===== config.mk =====
export PLATFORM = sky130hd
export DESIGN_NAME = sas_sequencer
export DESIGN_NICKNAME = d
export VERILOG_FILES = /design/src/rtl/sas_pkg.sv /design/src/rtl/sas_sequencer.sv
export SDC_FILE = /design/constraint.sdc
export NUM_CORES = 1
export LEC_CHECK = 0
export BUFFER_PORTS_ARGS = -buffer_cell sky130_fd_sc_hd__buf_2
export CAP_MARGIN = 25
export CORE_ASPECT_RATIO = 0.6
export CORE_UTILIZATION = 30
export DETAILED_ROUTE_END_ITERATION = 8
export HOLD_SLACK_MARGIN = 0.1
export PLACE_DENSITY = 0.56
export SETUP_SLACK_MARGIN = 0.05
export SLEW_MARGIN = 40
export SYNTH_ARGS = -nofsm -noshare
export SYNTH_HDL_FRONTEND = slang
export SYNTH_SLANG_ARGS = --single-unit

===== constraint.sdc =====
create_clock -name clk_i -period 10.1 [get_ports clk_i]
set_clock_uncertainty 0.1 [all_clocks]
set_input_delay 0.505 -clock clk_i [delete_from_list [all_inputs] [get_ports clk_i]]
set_output_delay 0.505 -clock clk_i [all_outputs]
set_load 0.01 [all_outputs]

===== src/rtl/sas_pkg.sv =====
package sas_pkg;
    // ------------------------------------------------------------
    // Clock and timebase
    // ------------------------------------------------------------
    localparam int unsigned CLK_HZ      = 250_000_000;
    localparam int unsigned TB_BASE_HZ  = 1_000_000;
    localparam int unsigned TB_BASE_DIV = CLK_HZ / TB_BASE_HZ;
    localparam int unsigned PRE_W       = 8;
    localparam int unsigned DECADES     = 4;
    localparam logic [3:0]  DECADE_LAST = 4'h9;

    // ------------------------------------------------------------
    // Register offsets
    // ------------------------------------------------------------
    localparam logic [3:0] A_CMD1       = 4'h0;
    localparam logic [3:0] A_LIST_CLEAR = 4'h1;
    localparam logic [3:0] A_LIST_WRITE = 4'h2;
    localparam logic [3:0] A_LIST_FIRST = 4'h3;
    localparam logic [3:0] A_BUF_CLEAR  = 4'h4;
    localparam logic [3:0] A_START      = 4'h5;
    localparam logic [3:0] A_IVL_MODE   = 4'h6;
    localparam logic [3:0] A_IVL_LOAD   = 4'h7;
    localparam logic [3:0] A_SMP_LO     = 4'h8;
    localparam logic [3:0] A_SMP_HI     = 4'h9;
    localparam logic [3:0] A_SCAN_IVL   = 4'hA;
    localparam logic [3:0] A_STATUS     = 4'hB;

    // ------------------------------------------------------------
    // Fields and reset values
    // ------------------------------------------------------------
    localparam int unsigned B_ACQ_EN   = 0;
    localparam int unsigned B_SCAN_EN  = 1;
    localparam int unsigned B_SCAN_DIV = 2;
    localparam int unsigned B_WIDTH32  = 3;
    localparam int unsigned B_IVL_SCAN = 4;
    localparam int unsigned CMD1_W     = 5;
    localparam logic [4:0]  CMD1_RST   = 5'h00;
    localparam int unsigned EOS_BIT    = 15;
    localparam logic [15:0] LOAD_RST   = 16'h0002;
    localparam logic [16:0] FULL_COUNT = 17'h10000;

    // ------------------------------------------------------------
    // Interval counter mode words
    // ------------------------------------------------------------
    localparam logic [15:0] MODE_TB2  = 16'h8225;
    localparam logic [15:0] MODE_1M   = 16'h8B25;
    localparam logic [15:0] MODE_100K = 16'h8C25;
    localparam logic [15:0] MODE_10K  = 16'h8D25;
    localparam logic [15:0] MODE_1K   = 16'h8E25;
    localparam logic [15:0] MODE_100H = 16'h8F25;
    localparam logic [15:0] MODE_TB5  = 16'h8525;
    localparam logic [15:0] MODE_RST  = 16'h0000;

    typedef enum logic [1:0] {ST_IDLE, ST_RUN, ST_HOLD} sas_state_t;
endpackage : sas_pkg


===== src/rtl/sas_sequencer.sv =====
`timescale 1ns/1ps
module sas_sequencer #(
    parameter int unsigned LIST_DEPTH = 16,
    parameter int unsigned CG_W       = 8
) (
    input  wire logic                  clk_i,
    input  wire logic                  sys_rst_i,
    input  wire logic [3:0]            reg_addr_i,
    input  wire logic [15:0]           reg_wdata_i,
    input  wire logic                  reg_wr_i,
    input  wire logic                  reg_rd_i,
    output logic      [15:0]           reg_rdata_o,
    input  wire logic                  ext_trig_n_i,
    input  wire logic                  timebase_input_two_i,
    input  wire logic                  timebase_input_five_i,
    input  wire logic                  divider_counter_output_i,
    output logic                       conv_n_o,
    output logic      [CG_W-1:0]       chan_gain_o,
    output logic                       end_of_sequence_flag_o,
    output logic                       acq_active_o,
    output logic                       conversion_buffer_clear_o
);
    localparam int unsigned PW = $clog2(LIST_DEPTH);

    generate
        if (LIST_DEPTH < 2 || CG_W > 15 || (1 << PW) != LIST_DEPTH) begin : g_chk
            $error("sas_sequencer: unsupported LIST_DEPTH or CG_W");
        end
    endgenerate

    // ------------------------------------------------------------
    // Pin synchronisers
    // ------------------------------------------------------------
    logic [3:0] s1_ff, s2_ff, s3_ff;
    always_ff @(posedge clk_i) begin
        s1_ff <= {divider_counter_output_i, timebase_input_five_i,
                  timebase_input_two_i, ext_trig_n_i};
        s2_ff <= s1_ff;
        s3_ff <= s2_ff;
    end
    logic trig_fall, tb2_rise, tb5_rise, div_fall;
    assign trig_fall = s3_ff[0] & ~s2_ff[0];
    assign tb2_rise  = ~s3_ff[1] & s2_ff[1];
    assign tb5_rise  = ~s3_ff[2] & s2_ff[2];
    assign div_fall  = s3_ff[3] & ~s2_ff[3];

    // ------------------------------------------------------------
    // Register port
    // ------------------------------------------------------------
    localparam int unsigned CMD1_W_L = sas_pkg::CMD1_W;
    logic [CMD1_W_L-1:0] cmd_ff, nxt_cmd;
    logic [15:0]         mode_ff, nxt_mode, ivl_ld_ff, nxt_ivl_ld, sivl_ff, nxt_sivl;
    logic [15:0]         rdata_ff, nxt_rdata;
    logic                bclr_ff, nxt_bclr;
    logic                w_clear, w_list, w_first, w_start;
    logic [PW-1:0]       wr_ptr_ff, scan_ptr_ff;
    logic                cnt_zero_ff;
    logic [15:0]         lo_ff, hi_ff;
    sas_pkg::sas_state_t st_ff;

    assign w_clear = reg_wr_i && reg_addr_i == sas_pkg::A_LIST_CLEAR;
    assign w_list  = reg_wr_i && reg_addr_i == sas_pkg::A_LIST_WRITE;
    assign w_first = reg_wr_i && reg_addr_i == sas_pkg::A_LIST_FIRST;
    assign w_start = reg_wr_i && reg_addr_i == sas_pkg::A_START;

    always_comb begin
        nxt_cmd   = cmd_ff;
        nxt_mode  = mode_ff;
        nxt_ivl_ld = ivl_ld_ff;
        nxt_sivl  = sivl_ff;
        nxt_bclr  = reg_wr_i && reg_addr_i == sas_pkg::A_BUF_CLEAR;
        nxt_rdata = rdata_ff;
        if (reg_wr_i) begin
            unique case (reg_addr_i)
                sas_pkg::A_CMD1:     nxt_cmd = reg_wdata_i[CMD1_W_L-1:0];
                sas_pkg::A_IVL_MODE: nxt_mode = reg_wdata_i;
                sas_pkg::A_IVL_LOAD: nxt_ivl_ld = reg_wdata_i;
                sas_pkg::A_SCAN_IVL: nxt_sivl = reg_wdata_i;
                default: ;
            endcase
        end
        if (reg_rd_i) begin
            unique case (reg_addr_i)
                sas_pkg::A_CMD1:     nxt_rdata = 16'(cmd_ff);
                sas_pkg::A_IVL_MODE: nxt_rdata = mode_ff;
                sas_pkg::A_IVL_LOAD: nxt_rdata = ivl_ld_ff;
                sas_pkg::A_SMP_LO:   nxt_rdata = lo_ff;
                sas_pkg::A_SMP_HI:   nxt_rdata = hi_ff;
                sas_pkg::A_SCAN_IVL: nxt_rdata = sivl_ff;
                sas_pkg::A_STATUS:   nxt_rdata = 16'({scan_ptr_ff, wr_ptr_ff,
                                          cnt_zero_ff, st_ff == sas_pkg::ST_HOLD,
                                          st_ff != sas_pkg::ST_IDLE});
                default:             nxt_rdata = 16'h0000;
            endcase
        end
    end
    always_ff @(posedge clk_i) begin
        if (sys_rst_i) begin
            cmd_ff    <= sas_pkg::CMD1_RST;
            mode_ff   <= sas_pkg::MODE_RST;
            ivl_ld_ff <= sas_pkg::LOAD_RST;
            sivl_ff   <= sas_pkg::LOAD_RST;
            bclr_ff   <= 1'b0;
            rdata_ff  <= 16'h0000;
        end else begin
            cmd_ff    <= nxt_cmd;
            mode_ff   <= nxt_mode;
            ivl_ld_ff <= nxt_ivl_ld;
            sivl_ff   <= nxt_sivl;
            bclr_ff   <= nxt_bclr;
            rdata_ff  <= nxt_rdata;
        end
    end
    logic acq_en, scan_en, div_sel, wide, ivl_scan;
    assign acq_en   = cmd_ff[sas_pkg::B_ACQ_EN];
    assign scan_en  = cmd_ff[sas_pkg::B_SCAN_EN];
    assign div_sel  = cmd_ff[sas_pkg::B_SCAN_DIV];
    assign wide     = cmd_ff[sas_pkg::B_WIDTH32];
    assign ivl_scan = cmd_ff[sas_pkg::B_IVL_SCAN];

    // ------------------------------------------------------------
    // Timebase: 1 MHz prescaler then decade dividers
    // ------------------------------------------------------------
    localparam logic [sas_pkg::PRE_W-1:0] PRE_LAST =
        sas_pkg::PRE_W'(sas_pkg::TB_BASE_DIV - 1);
    logic [sas_pkg::PRE_W-1:0] pre_ff, nxt_pre;
    logic [sas_pkg::DECADES:0] tk;
    assign tk[0] = pre_ff == PRE_LAST;
    always_comb nxt_pre = tk[0] ? '0 : pre_ff + 1'b1;
    always_ff @(posedge clk_i) pre_ff <= sys_rst_i ? '0 : nxt_pre;

    genvar k;
    generate
        for (k = 0; k < sas_pkg::DECADES; k++) begin : g_dec
            logic [3:0] dec_ff, nxt_dec;
            assign tk[k+1] = tk[k] && dec_ff == sas_pkg::DECADE_LAST;
            always_comb nxt_dec = tk[k+1] ? 4'h0 : dec_ff + 4'(tk[k]);
            always_ff @(posedge clk_i) dec_ff <= sys_rst_i ? 4'h0 : nxt_dec;
        end
    endgenerate

    logic tb;
    always_comb begin
        unique case (mode_ff)
            sas_pkg::MODE_TB2:  tb = tb2_rise;
            sas_pkg::MODE_1M:   tb = tk[0];
            sas_pkg::MODE_100K: tb = tk[1];
            sas_pkg::MODE_10K:  tb = tk[2];
            sas_pkg::MODE_1K:   tb = tk[3];
            sas_pkg::MODE_100H: tb = tk[4];
            sas_pkg::MODE_TB5:  tb = tb5_rise;
            default:            tb = 1'b0;
        endcase
    end

    // ------------------------------------------------------------
    // Channel-gain list
    // ------------------------------------------------------------
    logic [CG_W:0]   mem [LIST_DEPTH];
    logic [CG_W-1:0] cg_ff;
    logic            eos_ff;
    logic [PW-1:0]   nxt_wr_ptr, nxt_scan_ptr;
    logic            fire, adv, scan_on, cur_eos;
    assign cur_eos = mem[scan_ptr_ff][CG_W];
    assign scan_on = scan_en && st_ff != sas_pkg::ST_IDLE;
    // Divider pulses only step the list, they never start a conversion
    assign adv = scan_on && (div_sel ? div_fall : fire);

    always_comb begin
        nxt_wr_ptr   = wr_ptr_ff + PW'(w_list);
        nxt_scan_ptr = scan_ptr_ff;
        if (adv) begin
            nxt_scan_ptr = cur_eos ? '0 : scan_ptr_ff + 1'b1;
        end
        if (w_first) begin
            nxt_scan_ptr = '0;
        end
        if (w_clear) begin
            nxt_wr_ptr   = '0;
            nxt_scan_ptr = '0;
        end
    end
    always_ff @(posedge clk_i) begin
        if (sys_rst_i) begin
            wr_ptr_ff   <= '0;
            scan_ptr_ff <= '0;
            cg_ff       <= '0;
            eos_ff      <= 1'b0;
        end else begin
            wr_ptr_ff   <= nxt_wr_ptr;
            scan_ptr_ff <= nxt_scan_ptr;
            cg_ff       <= mem[nxt_scan_ptr][CG_W-1:0];
            eos_ff      <= mem[nxt_scan_ptr][CG_W];
        end
    end
    // Storage array has no reset: software loads it before any scan
    always_ff @(posedge clk_i) begin
        if (w_list) begin
            mem[wr_ptr_ff] <= {reg_wdata_i[sas_pkg::EOS_BIT], reg_wdata_i[CG_W-1:0]};
        end
    end

    // ------------------------------------------------------------
    // Acquisition: interval, scan interval and sample counters
    // ------------------------------------------------------------
    sas_pkg::sas_state_t nxt_st;
    logic [16:0] ivl_ff, nxt_ivl, sc_ff, nxt_sc, n_eff, s_eff;
    logic [15:0] nxt_lo, nxt_hi;
    logic        nxt_cz, conv_n_ff, acq_ff, trig, last_cnt, done, pass_start;
    assign trig  = trig_fall || w_start;
    assign n_eff = ivl_ld_ff == 16'h0000 ? sas_pkg::FULL_COUNT : {1'b0, ivl_ld_ff};
    assign s_eff = sivl_ff == 16'h0000 ? sas_pkg::FULL_COUNT : {1'b0, sivl_ff};
    assign fire  = st_ff == sas_pkg::ST_RUN && tb && ivl_ff + 17'h1 == n_eff;
    assign pass_start = tb && sc_ff + 17'h1 == s_eff;
    // Wide mode ends when both halves are zero; narrow when lower hits zero
    assign last_cnt = wide ? (lo_ff == 16'h0000 && hi_ff == 16'h0000)
                           : lo_ff == 16'h0001;
    assign done = fire && (cnt_zero_ff || last_cnt)
                  && (!scan_en || cur_eos);

    always_comb begin
        nxt_st = st_ff;
        nxt_ivl = ivl_ff;
        nxt_sc  = pass_start ? 17'h0 : sc_ff + 17'(tb);
        nxt_lo  = lo_ff;
        nxt_hi  = hi_ff;
        nxt_cz  = cnt_zero_ff;
        if (reg_wr_i && reg_addr_i == sas_pkg::A_SMP_LO) begin
            nxt_lo = reg_wdata_i;
            nxt_cz = 1'b0;
        end
        if (reg_wr_i && reg_addr_i == sas_pkg::A_SMP_HI) begin
            nxt_hi = reg_wdata_i;
        end
        if (fire && !cnt_zero_ff) begin
            nxt_cz = last_cnt;
            nxt_lo = lo_ff - 16'h1;
            if (wide && lo_ff == 16'h0000) begin
                nxt_hi = hi_ff - 16'h1;
            end
        end
        if (st_ff == sas_pkg::ST_RUN && tb) begin
            nxt_ivl = fire ? 17'h0 : ivl_ff + 17'h1;
        end
        unique case (st_ff)
            sas_pkg::ST_IDLE: begin
                nxt_ivl = 17'h0;
                nxt_sc  = 17'h0;
                if (trig && acq_en) begin
                    nxt_st = sas_pkg::ST_RUN;
                end
            end
            sas_pkg::ST_RUN: begin
                if (done) begin
                    nxt_st = sas_pkg::ST_IDLE;
                end else if (fire && scan_en && cur_eos && ivl_scan) begin
                    nxt_st = sas_pkg::ST_HOLD;
                end
            end
            sas_pkg::ST_HOLD: begin
                nxt_ivl = 17'h0;
                if (pass_start) begin
                    nxt_st = sas_pkg::ST_RUN;
                end
            end
        endcase
        if (!acq_en) begin
            nxt_st = sas_pkg::ST_IDLE;
        end
    end
    always_ff @(posedge clk_i) begin
        if (sys_rst_i) begin
            st_ff       <= sas_pkg::ST_IDLE;
            ivl_ff      <= 17'h0;
            sc_ff       <= 17'h0;
            lo_ff       <= 16'h0000;
            hi_ff       <= 16'h0000;
            cnt_zero_ff <= 1'b0;
            conv_n_ff   <= 1'b1;
            acq_ff      <= 1'b0;
        end else begin
            st_ff       <= nxt_st;
            ivl_ff      <= nxt_ivl;
            sc_ff       <= nxt_sc;
            lo_ff       <= nxt_lo;
            hi_ff       <= nxt_hi;
            cnt_zero_ff <= nxt_cz;
            conv_n_ff   <= ~fire;
            acq_ff      <= nxt_st != sas_pkg::ST_IDLE;
        end
    end

    assign reg_rdata_o               = rdata_ff;
    assign conv_n_o                  = conv_n_ff;
    assign chan_gain_o               = cg_ff;
    assign end_of_sequence_flag_o    = eos_ff;
    assign acq_active_o              = acq_ff;
    assign conversion_buffer_clear_o = bclr_ff;
endmodule : sas_sequencer


# Word-level counts from Yosys, hierarchy flattened
# Memory sizes are Yosys's and may differ from the RTL's. A register that Yosys moved wholly into a read port is not among the register bits.
# Cells that the tools add are included.
dict set report classes {
  n_mux 27
  n_eq_ne 28
  n_addsub 12
  reduce_logical 51
  bitwise_logic 9
}
# op count
set ops {}
lappend ops {{equality test 16 bit (second input constant)} 7}
lappend ops {{case mux 16 bit (7 select lines)} 1}
lappend ops {{2-to-1 mux 16 bit} 5}
lappend ops {{zero test 16 bit} 4}
lappend ops {{2-to-1 mux 17 bit} 3}
lappend ops {{adder 17 x 1 -> 17 bit (second input constant)} 2}
lappend ops {{equality test 17 bit} 2}
lappend ops {{equality test 4 bit (second input constant)} 8}
lappend ops {{subtractor 16 x 1 -> 16 bit (second input constant)} 2}
lappend ops {{logical AND 1 bit} 25}
lappend ops {{adder 4 x 1 -> 4 bit} 5}
lappend ops {{2-to-1 mux 4 bit} 5}
lappend ops {{adder 17 x 1 -> 17 bit} 1}
lappend ops {{equality test 16 x 1 -> 1 bit (second input constant)} 1}
lappend ops {{equality test 4 x 3 -> 1 bit (second input constant)} 4}
lappend ops {{OR reduction 2 bit} 6}
lappend ops {{2-to-1 mux 2 bit} 5}
lappend ops {{adder 8 x 1 -> 8 bit (second input constant)} 1}
lappend ops {{equality test 4 x 2 -> 1 bit (second input constant)} 2}
lappend ops {{equality test 8 bit (second input constant)} 1}
lappend ops {{AND reduction 2 bit} 4}
lappend ops {{case mux 1 bit (7 select lines)} 1}
lappend ops {{2-to-1 mux 1 bit} 6}
lappend ops {{case mux 2 bit (3 select lines)} 1}
lappend ops {{12 further kinds} 25}
dict set report totals {
  n_memories 1
  ramBits 144
  out_inout_bits 28
  elab_cells 152
  register_bits 185
}
# memory words word_bits rd rd_clocked_by_memory_dff wr line
set mem_list {}
lappend mem_list {mem 16 9 2 2 1 sas_sequencer.sv:159} ;# logic [CG_W:0] mem [LIST_DEPTH];

# Logic depth before layout (Yosys ltp)
# Gate-level depths: netlist of run 1.
dict set report depth {
  word_depth 16
  ltp_mapped 16
  mapped_depth_nobuf 16
}

# Worst setup path after synthesis of run 1
# Ideal clock, no wire load.
dict set report synth_path {
  kind {register to register}
  start {register ivl_ff[0]}
  end {register eos_ff, in the netlist end_of_sequence_flag_o (read register of mem)}
  path_stages_with_launch 13
  path_buffers 0
  setup_ns 0.122
  path_slack_ns 6.113
  t_arrival_ns 3.765
  period_less_slack_ns 3.987
  required_time_ns 9.878
  cell_sequence {dfxtp_1 > ha_1 > nand3_2 > nor4_4 > nor3_1 > or4_1 > or4_4 > o31ai_4 > nand3_2 > nand2_2 > mux2_2 > o2111a_1 > a221o_1}
}
dict set report synth_between {
  elab_chain_len 8
}
# item line
set synth_rtl {}
lappend synth_rtl {{start: declaration} sas_sequencer.sv:207} ;# logic [16:0] ivl_ff, nxt_ivl, sc_ff, nxt_sc, n_eff, s_eff;
lappend synth_rtl {{start signal: assignment} sas_sequencer.sv:283} ;# ivl_ff <= nxt_ivl;
lappend synth_rtl {{adder 17 x 1 -> 17 bit} sas_sequencer.sv:213} ;# assign fire = st_ff == sas_pkg::ST_RUN && tb && ivl_ff + 17'h1 == n_eff;
lappend synth_rtl {{equality test 17 bit} sas_sequencer.sv:213}
lappend synth_rtl {{logical AND 1 bit} sas_sequencer.sv:213}
lappend synth_rtl {{2-to-1 mux 1 bit} sas_sequencer.sv:167} ;# assign adv = scan_on && (div_sel ? div_fall : fire);
lappend synth_rtl {{logical AND 1 bit} sas_sequencer.sv:167}
lappend synth_rtl {{2-to-1 mux 4 bit} sas_sequencer.sv:172} ;# if (adv) begin
lappend synth_rtl {{2-to-1 mux 4 bit} sas_sequencer.sv:175} ;# if (w_first) begin
lappend synth_rtl {{2-to-1 mux 4 bit} sas_sequencer.sv:178} ;# if (w_clear) begin
lappend synth_rtl {{end: declaration} sas_sequencer.sv:161} ;# logic eos_ff;
# No other way between the ends.
# A chain may end at the register's enable or synchronous reset.

# Worst setup path after layout of run 1
dict set report layout_path {
  start {register ivl_ff[0]}
  end {register cg_ff[0], in the netlist chan_gain_o[0] (read register of mem)}
}
dict set report layout_between {
  elab_chain_len 8
}
# item line
set layout_rtl {}
lappend layout_rtl {{adder 17 x 1 -> 17 bit} sas_sequencer.sv:213}
lappend layout_rtl {{equality test 17 bit} sas_sequencer.sv:213}
lappend layout_rtl {{logical AND 1 bit} sas_sequencer.sv:213}
lappend layout_rtl {{2-to-1 mux 1 bit} sas_sequencer.sv:167}
lappend layout_rtl {{logical AND 1 bit} sas_sequencer.sv:167}
lappend layout_rtl {{2-to-1 mux 4 bit} sas_sequencer.sv:172}
lappend layout_rtl {{2-to-1 mux 4 bit} sas_sequencer.sv:175}
lappend layout_rtl {{2-to-1 mux 4 bit} sas_sequencer.sv:178}
lappend layout_rtl {{end: declaration} sas_sequencer.sv:160} ;# logic [CG_W-1:0] cg_ff;
# No other way between the ends.

==> parameters.txt, run 1 <==
Parameter                              Value

Logic synthesis
  Synthesis-stage register bit count ... between 300 and 400
  Sequential cell area fraction in the yosys report ... 50.8%
  Fraction of post-synthesis cell area in the top cell type by area ... 26.8%
  Gate count after technology mapping ... 1,692
  Synthesized net count ... 1,743
  Area leader, netlist ... edfxtp_1
  Post-Syn Area per Cell ... 9.55 um2
  Synth area leaders ... edfxtp_1 (27%), dfxtp_1 (24%), a21oi_1 (5.2%)
  Share of synthesized flip-flops with an asynchronous set or reset ... 0%
  Area of the mapped netlist ... 16,200 um2
  Main flop type after synthesis ... dfxtp_1
  Number of warnings printed during yosys synthesis ... 0
  Count of different cell masters after synthesis ... a little over 90
  Number of synthesized flops with an enable pin ... 144

Detailed routing
  Iteration-0 DRC Markers ... 1,689
  Via density per instance ... 5.56
  Wire per inst ... about 21 um
  Count of unresolved DRC violations after routing ... 0
  Routed wire length ... 52,000 um
  Total vias in the final route ... 13,600
  First-pass detailed-route iteration total ... 9
  Final antenna-violating net count ... 0

STA
  Worst-Margin Slew ... 870 ps
  Number of pins exceeding their max-slew limit in the final report ... 0
  Final Hold Vio Count ... 0
  Period utilisation layout ... between 50% and 60%
  RSZ-0062 raised after global routing ... no
  Setup Viol. Count Final ... 0
  Total Negative Setup Slacks ... 0 ps
  Period minus WS final ... 5370 ps
  Slew headroom ... 42.0%
  Top achievable clock speed ... 186 MHz

Layout
  Number of nets at the end of the flow ... 1,759
  Register ranked first by flip-flop count ... mem
  Share of final-layout standard cells stronger than drive strength 1 ... 12.1%
  Final Util ... between 30% and 40%
  Largest registers ranked by flip-flop count ... mem x144, ivl_ff x17, sc_ff x17
  Area growth from synthesis to layout ... 13.6%
  Largest register FFs ... 144

Floorplanning
  Vert. Die Dim ... 182 um
  Num ports ... 56
  Number of rows in the core area ... 65
  Core Area ... 52,900 um2
  Floorplan die area ... 54,800 um2
  Die Width ... about 300 um
  Starting density of the core ... 30.6%

Clock network
  Total number of H-tree levels ... 2
  Clock transition at the register clock pins on the worst setup and hold paths after CTS ... ~60 ps
  CTS Buf Count ... 36
  Hold-fix buffers, CTS ... 4
  # Post-CTS Setup Buffers ... 0
  Clk sinks ... 338
  Post-cts gate resize count ... 0
  Clock Tree Buf Depth ... 3
  TritonCTS clock tree ... yes
  Root Buffer Master ... clkbuf_16
  Source-to-sink clock delay at the later pin of the worst-skew pair ... 540 ps

Hold path
  Min-delay worst type ... in2reg

Setup path
  CP max FO ... 14
  Worst path arrival time ... about 5700 ps
  Category of the most critical setup path ... reg2reg
  Crit start category ... flip-flop
  Data required time at the worst endpoint ... 10,390 ps
  Kind of capture point of the worst setup path ... flip-flop

Placed design
  Final Wtd Congestion ... 0.898
  Buffers on Ports ... 55
  HPWL Detailed ... 36,700 um

Global route
  Congestion Overflow GR ... 0
  Global-route wire length before repair ... between 70,000 and 80,000 um
  Maximum number of pins on one net before global-route repair ... 68
  Initial antenna violation count ... 1
  Via count of the first global-routing pass ... about 12,000
  Total Routing Usage GR ... 18.4%

Pwr
  Seq pwr share ... roughly half
  Switching Power ... 0.650 mW
  Static Leakage ... 5.92 nW
  Switching power as a share of total power ... 22.5%
  Internal cell power ... 2.24 mW
  Clock network fraction of design power ... a little under half
  Total power divided by cell area ... 158 nW/um2
  Worst VDD drop ... 97.0 uV
  Logic pwr share ... 3.6%

Run status
  Status ... completed

Job
  Max-Cap Viols ... 0
-- area by class of cell --
| type | count | area, um2 |
|---|---|---|
| inverter | 31 | 116 |
| antenna | 1 | 2.50 |
| sequential | 338 | 8210 |
| timing repair buffer | 75 | 438 |
| multi-input combinational | 1226 | 7540 |
| clock buffer | 51 | 1020 |
| tap | 703 | 880 |
| fill | 5334 | 34500 |
| clock inverter | 12 | 159 |
-- power by group through the flow --
stage / sequential [mW] / combinational (mW) / clock (mW)
after detailed placement: 1.47 / 0.0994 / 0
final: 1.44 / 0.103 / 1.34
after CTS: 1.44 / 0.101 / 1.37
after floorplan: 1.47 / 0.0524 / 0
after global placement: 1.47 / 0.0978 / 0
after global routing: 1.44 / 0.111 / 1.42
-- layout by cell type (no fill, tap or decap), types with 17 or more instances in the layout --
| master | n |
|---|---|
| dfxtp_1 | 193 |
| and2_1 | 20 |
| and3_1 | 18 |
| o211ai_1 | 17 |
| nor4_1 | 32 |
| edfxtp_1 | 144 |
| nand3_1 | 70 |
| ha_1 | 23 |
| nand2b_1 | 20 |
| o22ai_1 | 18 |
| o221ai_1 | 17 |
| inv_1 | 30 |
| a22oi_1 | 18 |
| xor2_1 | 24 |
| a222oi_1 | 22 |
| a21oi_1 | 166 |
| nor2_1 | 181 |
| mux2_2 | 24 |
| o21ai_0 | 52 |
| buf_2 | 54 |
| buf_4 | 17 |
| clkbuf_16 | 36 |
| nand2_1 | 182 |
| xnor2_1 | 42 |
| nor3_1 | 43 |
-- logic make-up after synthesis --
kind of cell	after synthesis	synth area share (%)
AND/OR/NAND/NOR	700	21.7
AO/OA/AOI/OAI	399	16.0
flip-flops	338	50.8
buffers and inverters	128	3.19
XOR/XNOR	66	3.58
multiplexers	38	2.93
adder cells (fa/ha/maj)	23	1.78
-- metrics by stage --
step / hold slack (ps) / cells / cell area [um2] / setup WS (ps) / total power [mW]
floorplan: 210 / 1692 / 16200 / 6110 / 1.52
global placement: 216 / 2369 / 17100 / 5030 / 1.57
detailed placement: 215 / 2369 / 17100 / 4830 / 1.57
CTS: 159 / 2436 / 18300 / 4840 / 2.92
global route: 179 / 2437 / 18400 / 4420 / 2.98
finish: 185 / 2437 / 18400 / 4730 / 2.89
-- cell usage after synthesis, types with 8 or more instances --
library cell	count
nor4_1	33
edfxtp_1	144
nand4_1	16
and3_1	18
xor2_1	24
dfxtp_1	194
ha_1	23
o211ai_1	17
nor2_1	195
a21oi_1	167
a222oi_1	22
o221ai_1	17
a22oi_1	18
or3_1	16
a211oi_1	14
nor3_1	47
buf_2	10
o22ai_1	18
nor3b_1	15
and2_1	20
clkbuf_1	77
a31oi_1	16
nand3_1	70
mux2_2	24
nand2_1	182
xnor2_1	42
nand2b_1	20
mux2i_1	8
inv_1	30
o21ai_0	52
nand3b_1	11
-- layer usage --
| layer | global-route usage [%] | routed length [um] |
|---|---|---|
| met1 | 29.9 | 26300 |
| met2 | 23.1 | 19600 |
| met3 | 5.12 | 5330 |
| met4 | 3.88 | 834 |
| met5 | 0 | 0 |
-- worst paths after layout --
check / startpoint / end / slack (ps) / cells after the start
setup / recovery: ivl_ff[0] / chan_gain_o[0] / 4730 / 12
hold / removal: reg_wdata_i[13] / mode_ff[13] / 180 / 3
setup reg to reg: ivl_ff[0] / chan_gain_o[0] / 4730 / 12
hold reg to reg: s1_ff[2] / s2_ff[2] / 230 / 0
-- critical path: stages, from the launching register on --
cell and delay, ps:
dfxtp_1 490, ha_1 320, nand3_2 220, nor4_4 430, nor3_1 100, or4_1 540
or4_4 590, o31ai_4 360, nand3_2 170, a21oi_2 570, nand2b_1 530, o221ai_1 630
o22ai_1 160
Power figures use the tool's default switching activity.
==> inputs of run 2 (changes only) <==
==> constraint.sdc (replaced) <==
create_clock -name clk_i -period 5.6 [get_ports clk_i]
set_clock_uncertainty 0.1 [all_clocks]
set_input_delay 0.28 -clock clk_i [delete_from_list [all_inputs] [get_ports clk_i]]
set_output_delay 0.28 -clock clk_i [all_outputs]
set_load 0.01 [all_outputs]
==> parameters.txt, run 2 (synthesis results as in run 1) <==
Parameter                              Value

STA
  RSZ-0062 raised after global routing ... no (unchanged)
  Number of pins exceeding their max-slew limit in the final report ... 0 (unchanged)
  Total Negative Setup Slacks ... 0 ps (unchanged)
  Final Hold Vio Count ... 0 (unchanged)
  Slew headroom ... 45.0% (was 42.0%)
  Period minus WS final ... 5130 ps (was 5370 ps)
  Worst-Margin Slew ... 817 ps (was 870 ps)
  Top achievable clock speed ... 195 MHz (was 186 MHz)
  Setup Viol. Count Final ... 0 (unchanged)
  Period utilisation layout ... 91.5% (was 53.1%)
  Worst setup margin ... 474 ps (was 4730 ps)
  Final hold slack ... 131 ps (was 185 ps)

Clock network
  TritonCTS clock tree ... yes (unchanged)
  Clock transition at the register clock pins on the worst setup and hold paths after CTS ... 70 ps (was 60 ps)
  Post-cts gate resize count ... 0 (unchanged)
  Source-to-sink clock delay at the later pin of the worst-skew pair ... 550 ps (was 540 ps)
  Hold-fix buffers, CTS ... 15 (was 4)
  CTS Buf Count ... 36 (unchanged)
  Clock Tree Buf Depth ... 3 (unchanged)
  Total number of H-tree levels ... 2 (unchanged)
  # Post-CTS Setup Buffers ... 0 (unchanged)
  Root Buffer Master ... clkbuf_16 (unchanged)
  Clk sinks ... 338 (unchanged)

Floorplanning
  Number of rows in the core area ... 65 (unchanged)
  Core Area ... 52,900 um2 (unchanged)
  Num ports ... 56 (unchanged)
  Vert. Die Dim ... 182 um (unchanged)
  Starting density of the core ... 30.6% (unchanged)
  Floorplan die area ... 54,800 um2 (unchanged)
  Die Width ... 302 um (unchanged)

Global route
  Global-route wire length before repair ... 77,900 um (was 76,700 um)
  Maximum number of pins on one net before global-route repair ... 71 (was 68)
  Via count of the first global-routing pass ... 12,400 (was 12,000)
  Met3 demand-to-capacity share in global routing ... 4.12% (was 5.12%)
  Initial antenna violation count ... 1 (unchanged)
  Fraction of met2 tracks used by global routing ... 23.8% (was 23.1%)
  Congestion Overflow GR ... 0 (unchanged)
  Met1 track demand over resource in global routing ... 30.2% (was 29.9%)
  Total Routing Usage GR ... 18.5% (was 18.4%)
  Routing layer with the top usage in global route ... met1 (unchanged)

Detailed routing
  Wire per inst ... 21.1 um (was 21.4 um)
  Via density per instance ... 5.61 (was 5.56)
  Final antenna-violating net count ... 0 (unchanged)
  Total vias in the final route ... 13,800 (was 13,600)
  Count of unresolved DRC violations after routing ... 8 (was 0)
  First-pass detailed-route iteration total ... 9 (unchanged)
  Routed wire length ... 51,800 um (was 52,000 um)
  Iteration-0 DRC Markers ... 1,896 (was 1,689)

Layout
  Register ranked first by flip-flop count ... mem (unchanged)
  Number of nets at the end of the flow ... 1,781 (was 1,759)
  Commonest cells after routing, fill and taps aside ... dfxtp_1 (193), nor2_1 (184), nand2_1 (182) (was dfxtp_1 (193), nand2_1 (182), nor2_1 (181))
  Area growth from synthesis to layout ... 15.0% (was 13.6%)
  Final design instance area without fill ... 18,600 um2 (was 18,400 um2)
  Most common cell after layout, fill and taps aside ... dfxtp_1 (unchanged)
  Largest registers ranked by flip-flop count ... mem x144, ivl_ff x17, sc_ff x17 (unchanged)
  Share of final-layout standard cells stronger than drive strength 1 ... 12.5% (was 12.1%)
  Largest register FFs ... 144 (unchanged)

Setup path
  Crit-path slowest cell ... or4_1 (was o221ai_1)
  Data required time at the worst endpoint ... 5920 ps (was 10,390 ps)
  Critical Path Max Stage Delay ... 540 ps (was 630 ps)
  Most frequent cell on the critical path ... o22ai_1 (was nand3_2)
  Crit start category ... flip-flop (unchanged)
  CP max FO ... 17 (was 14)
  Category of the most critical setup path ... reg2reg (unchanged)
  Cell-by-cell trace of the critical path ... ha_1, nand3_2, nor4_4, nor3_1, or4_1, nor4_1, a31oi_1, o21ai_2, a21o_1, nand2_1, o22ai_1, o22ai_1 (was ha_1, nand3_2, nor4_4, nor3_1, or4_1, or4_4, o31ai_4, nand3_2, a21oi_2, nand2b_1, o221ai_1, o22ai_1)
  Worst path arrival time ... 5450 ps (was 5660 ps)
  Slack of the worst reg-to-reg path ... 470 ps (was 4730 ps)
  Kind of capture point of the worst setup path ... flip-flop (unchanged)

Pwr
  Worst VDD drop ... 191 uV (was 97.0 uV)
  Total Power Consumption ... 5.27 mW (was 2.89 mW)
  Logic pwr share ... 3.7% (was 3.6%)
  Clock network fraction of design power ... 46.8% (was 46.5%)
  Static Leakage ... 6.05 nW (was 5.92 nW)
  Total power divided by cell area ... 283 nW/um2 (was 158 nW/um2)
  Switching power as a share of total power ... 23.0% (was 22.5%)
  Internal cell power ... 4.06 mW (was 2.24 mW)
  Seq pwr share ... 49.5% (was 49.9%)
  Switching Power ... 1.21 mW (was 0.650 mW)

Placed design
  Final Wtd Congestion ... 0.896 (was 0.898)
  Buffers on Ports ... 55 (unchanged)
  Post-placement setup slack ... 611 ps (was 4830 ps)
  Area of placed instances ... 17,200 um2 (was 17,100 um2)
  HPWL Detailed ... 36,800 um (was 36,700 um)

Run status
  Violations in the final reports ... design-rule violations
  Status ... finished, violations left (was completed)

Hold path
  Min-delay worst type ... in2reg (unchanged)

Job
  Max-Cap Viols ... 0 (unchanged)
[run 2: final cells by class]
class	count	area (um2)
well taps	703	880
clock inverters	17	191
fillers	5337	34300
flip-flops and latches	338	8210
diodes	1	2.50
repair buffers	97	634
multi-input cells	1226	7500
clock buffers	49	1040
inverters	31	116
[run 2: worst paths after layout]
path / start / to / cells after the start
setup / recovery: ivl_ff[0] / chan_gain_o[6] / 12
hold / removal: reg_addr_i[2] / conversion_buffer_clear_o / 3
setup reg to reg: ivl_ff[0] / chan_gain_o[6] / 12
hold reg to reg: s1_ff[2] / s2_ff[2] / 0
[run 2: power groups by stage]
stage                     Clock [mW]  Combinational (mW)  Sequential (mW)
after floorplan                    0              0.0945             2.65
after global placement             0               0.176             2.66
after detailed placement           0               0.179             2.66
after CTS                       2.50               0.189             2.61
after global routing            2.61               0.208             2.61
final                           2.46               0.194             2.61
[run 2: per-layer routing]
layer  wire length (um)  part of all wire, %
met5                  0                    0
met4                859                  1.7
met3               5610                   11
met2              19700                   38
met1              25600                   49
[run 2: critical path: cells and delay by family (launching register included)]
| family | cells | cell delay, ps |
|---|---|---|
| adders and majority gates | 1 | 310 |
| AOI/OAI and AO/OA | 5 | 1760 |
| DFF | 1 | 470 |
| and+or+nand+nor | 6 | 2320 |
[run 2: per-stage QoR]
stage               utilization, %  cells
finish                        35.1   2462
global route                  35.1   2462
CTS                           35.1   2461
detailed placement            32.5   2380
global placement              32.4   2379
floorplan                        -   1692
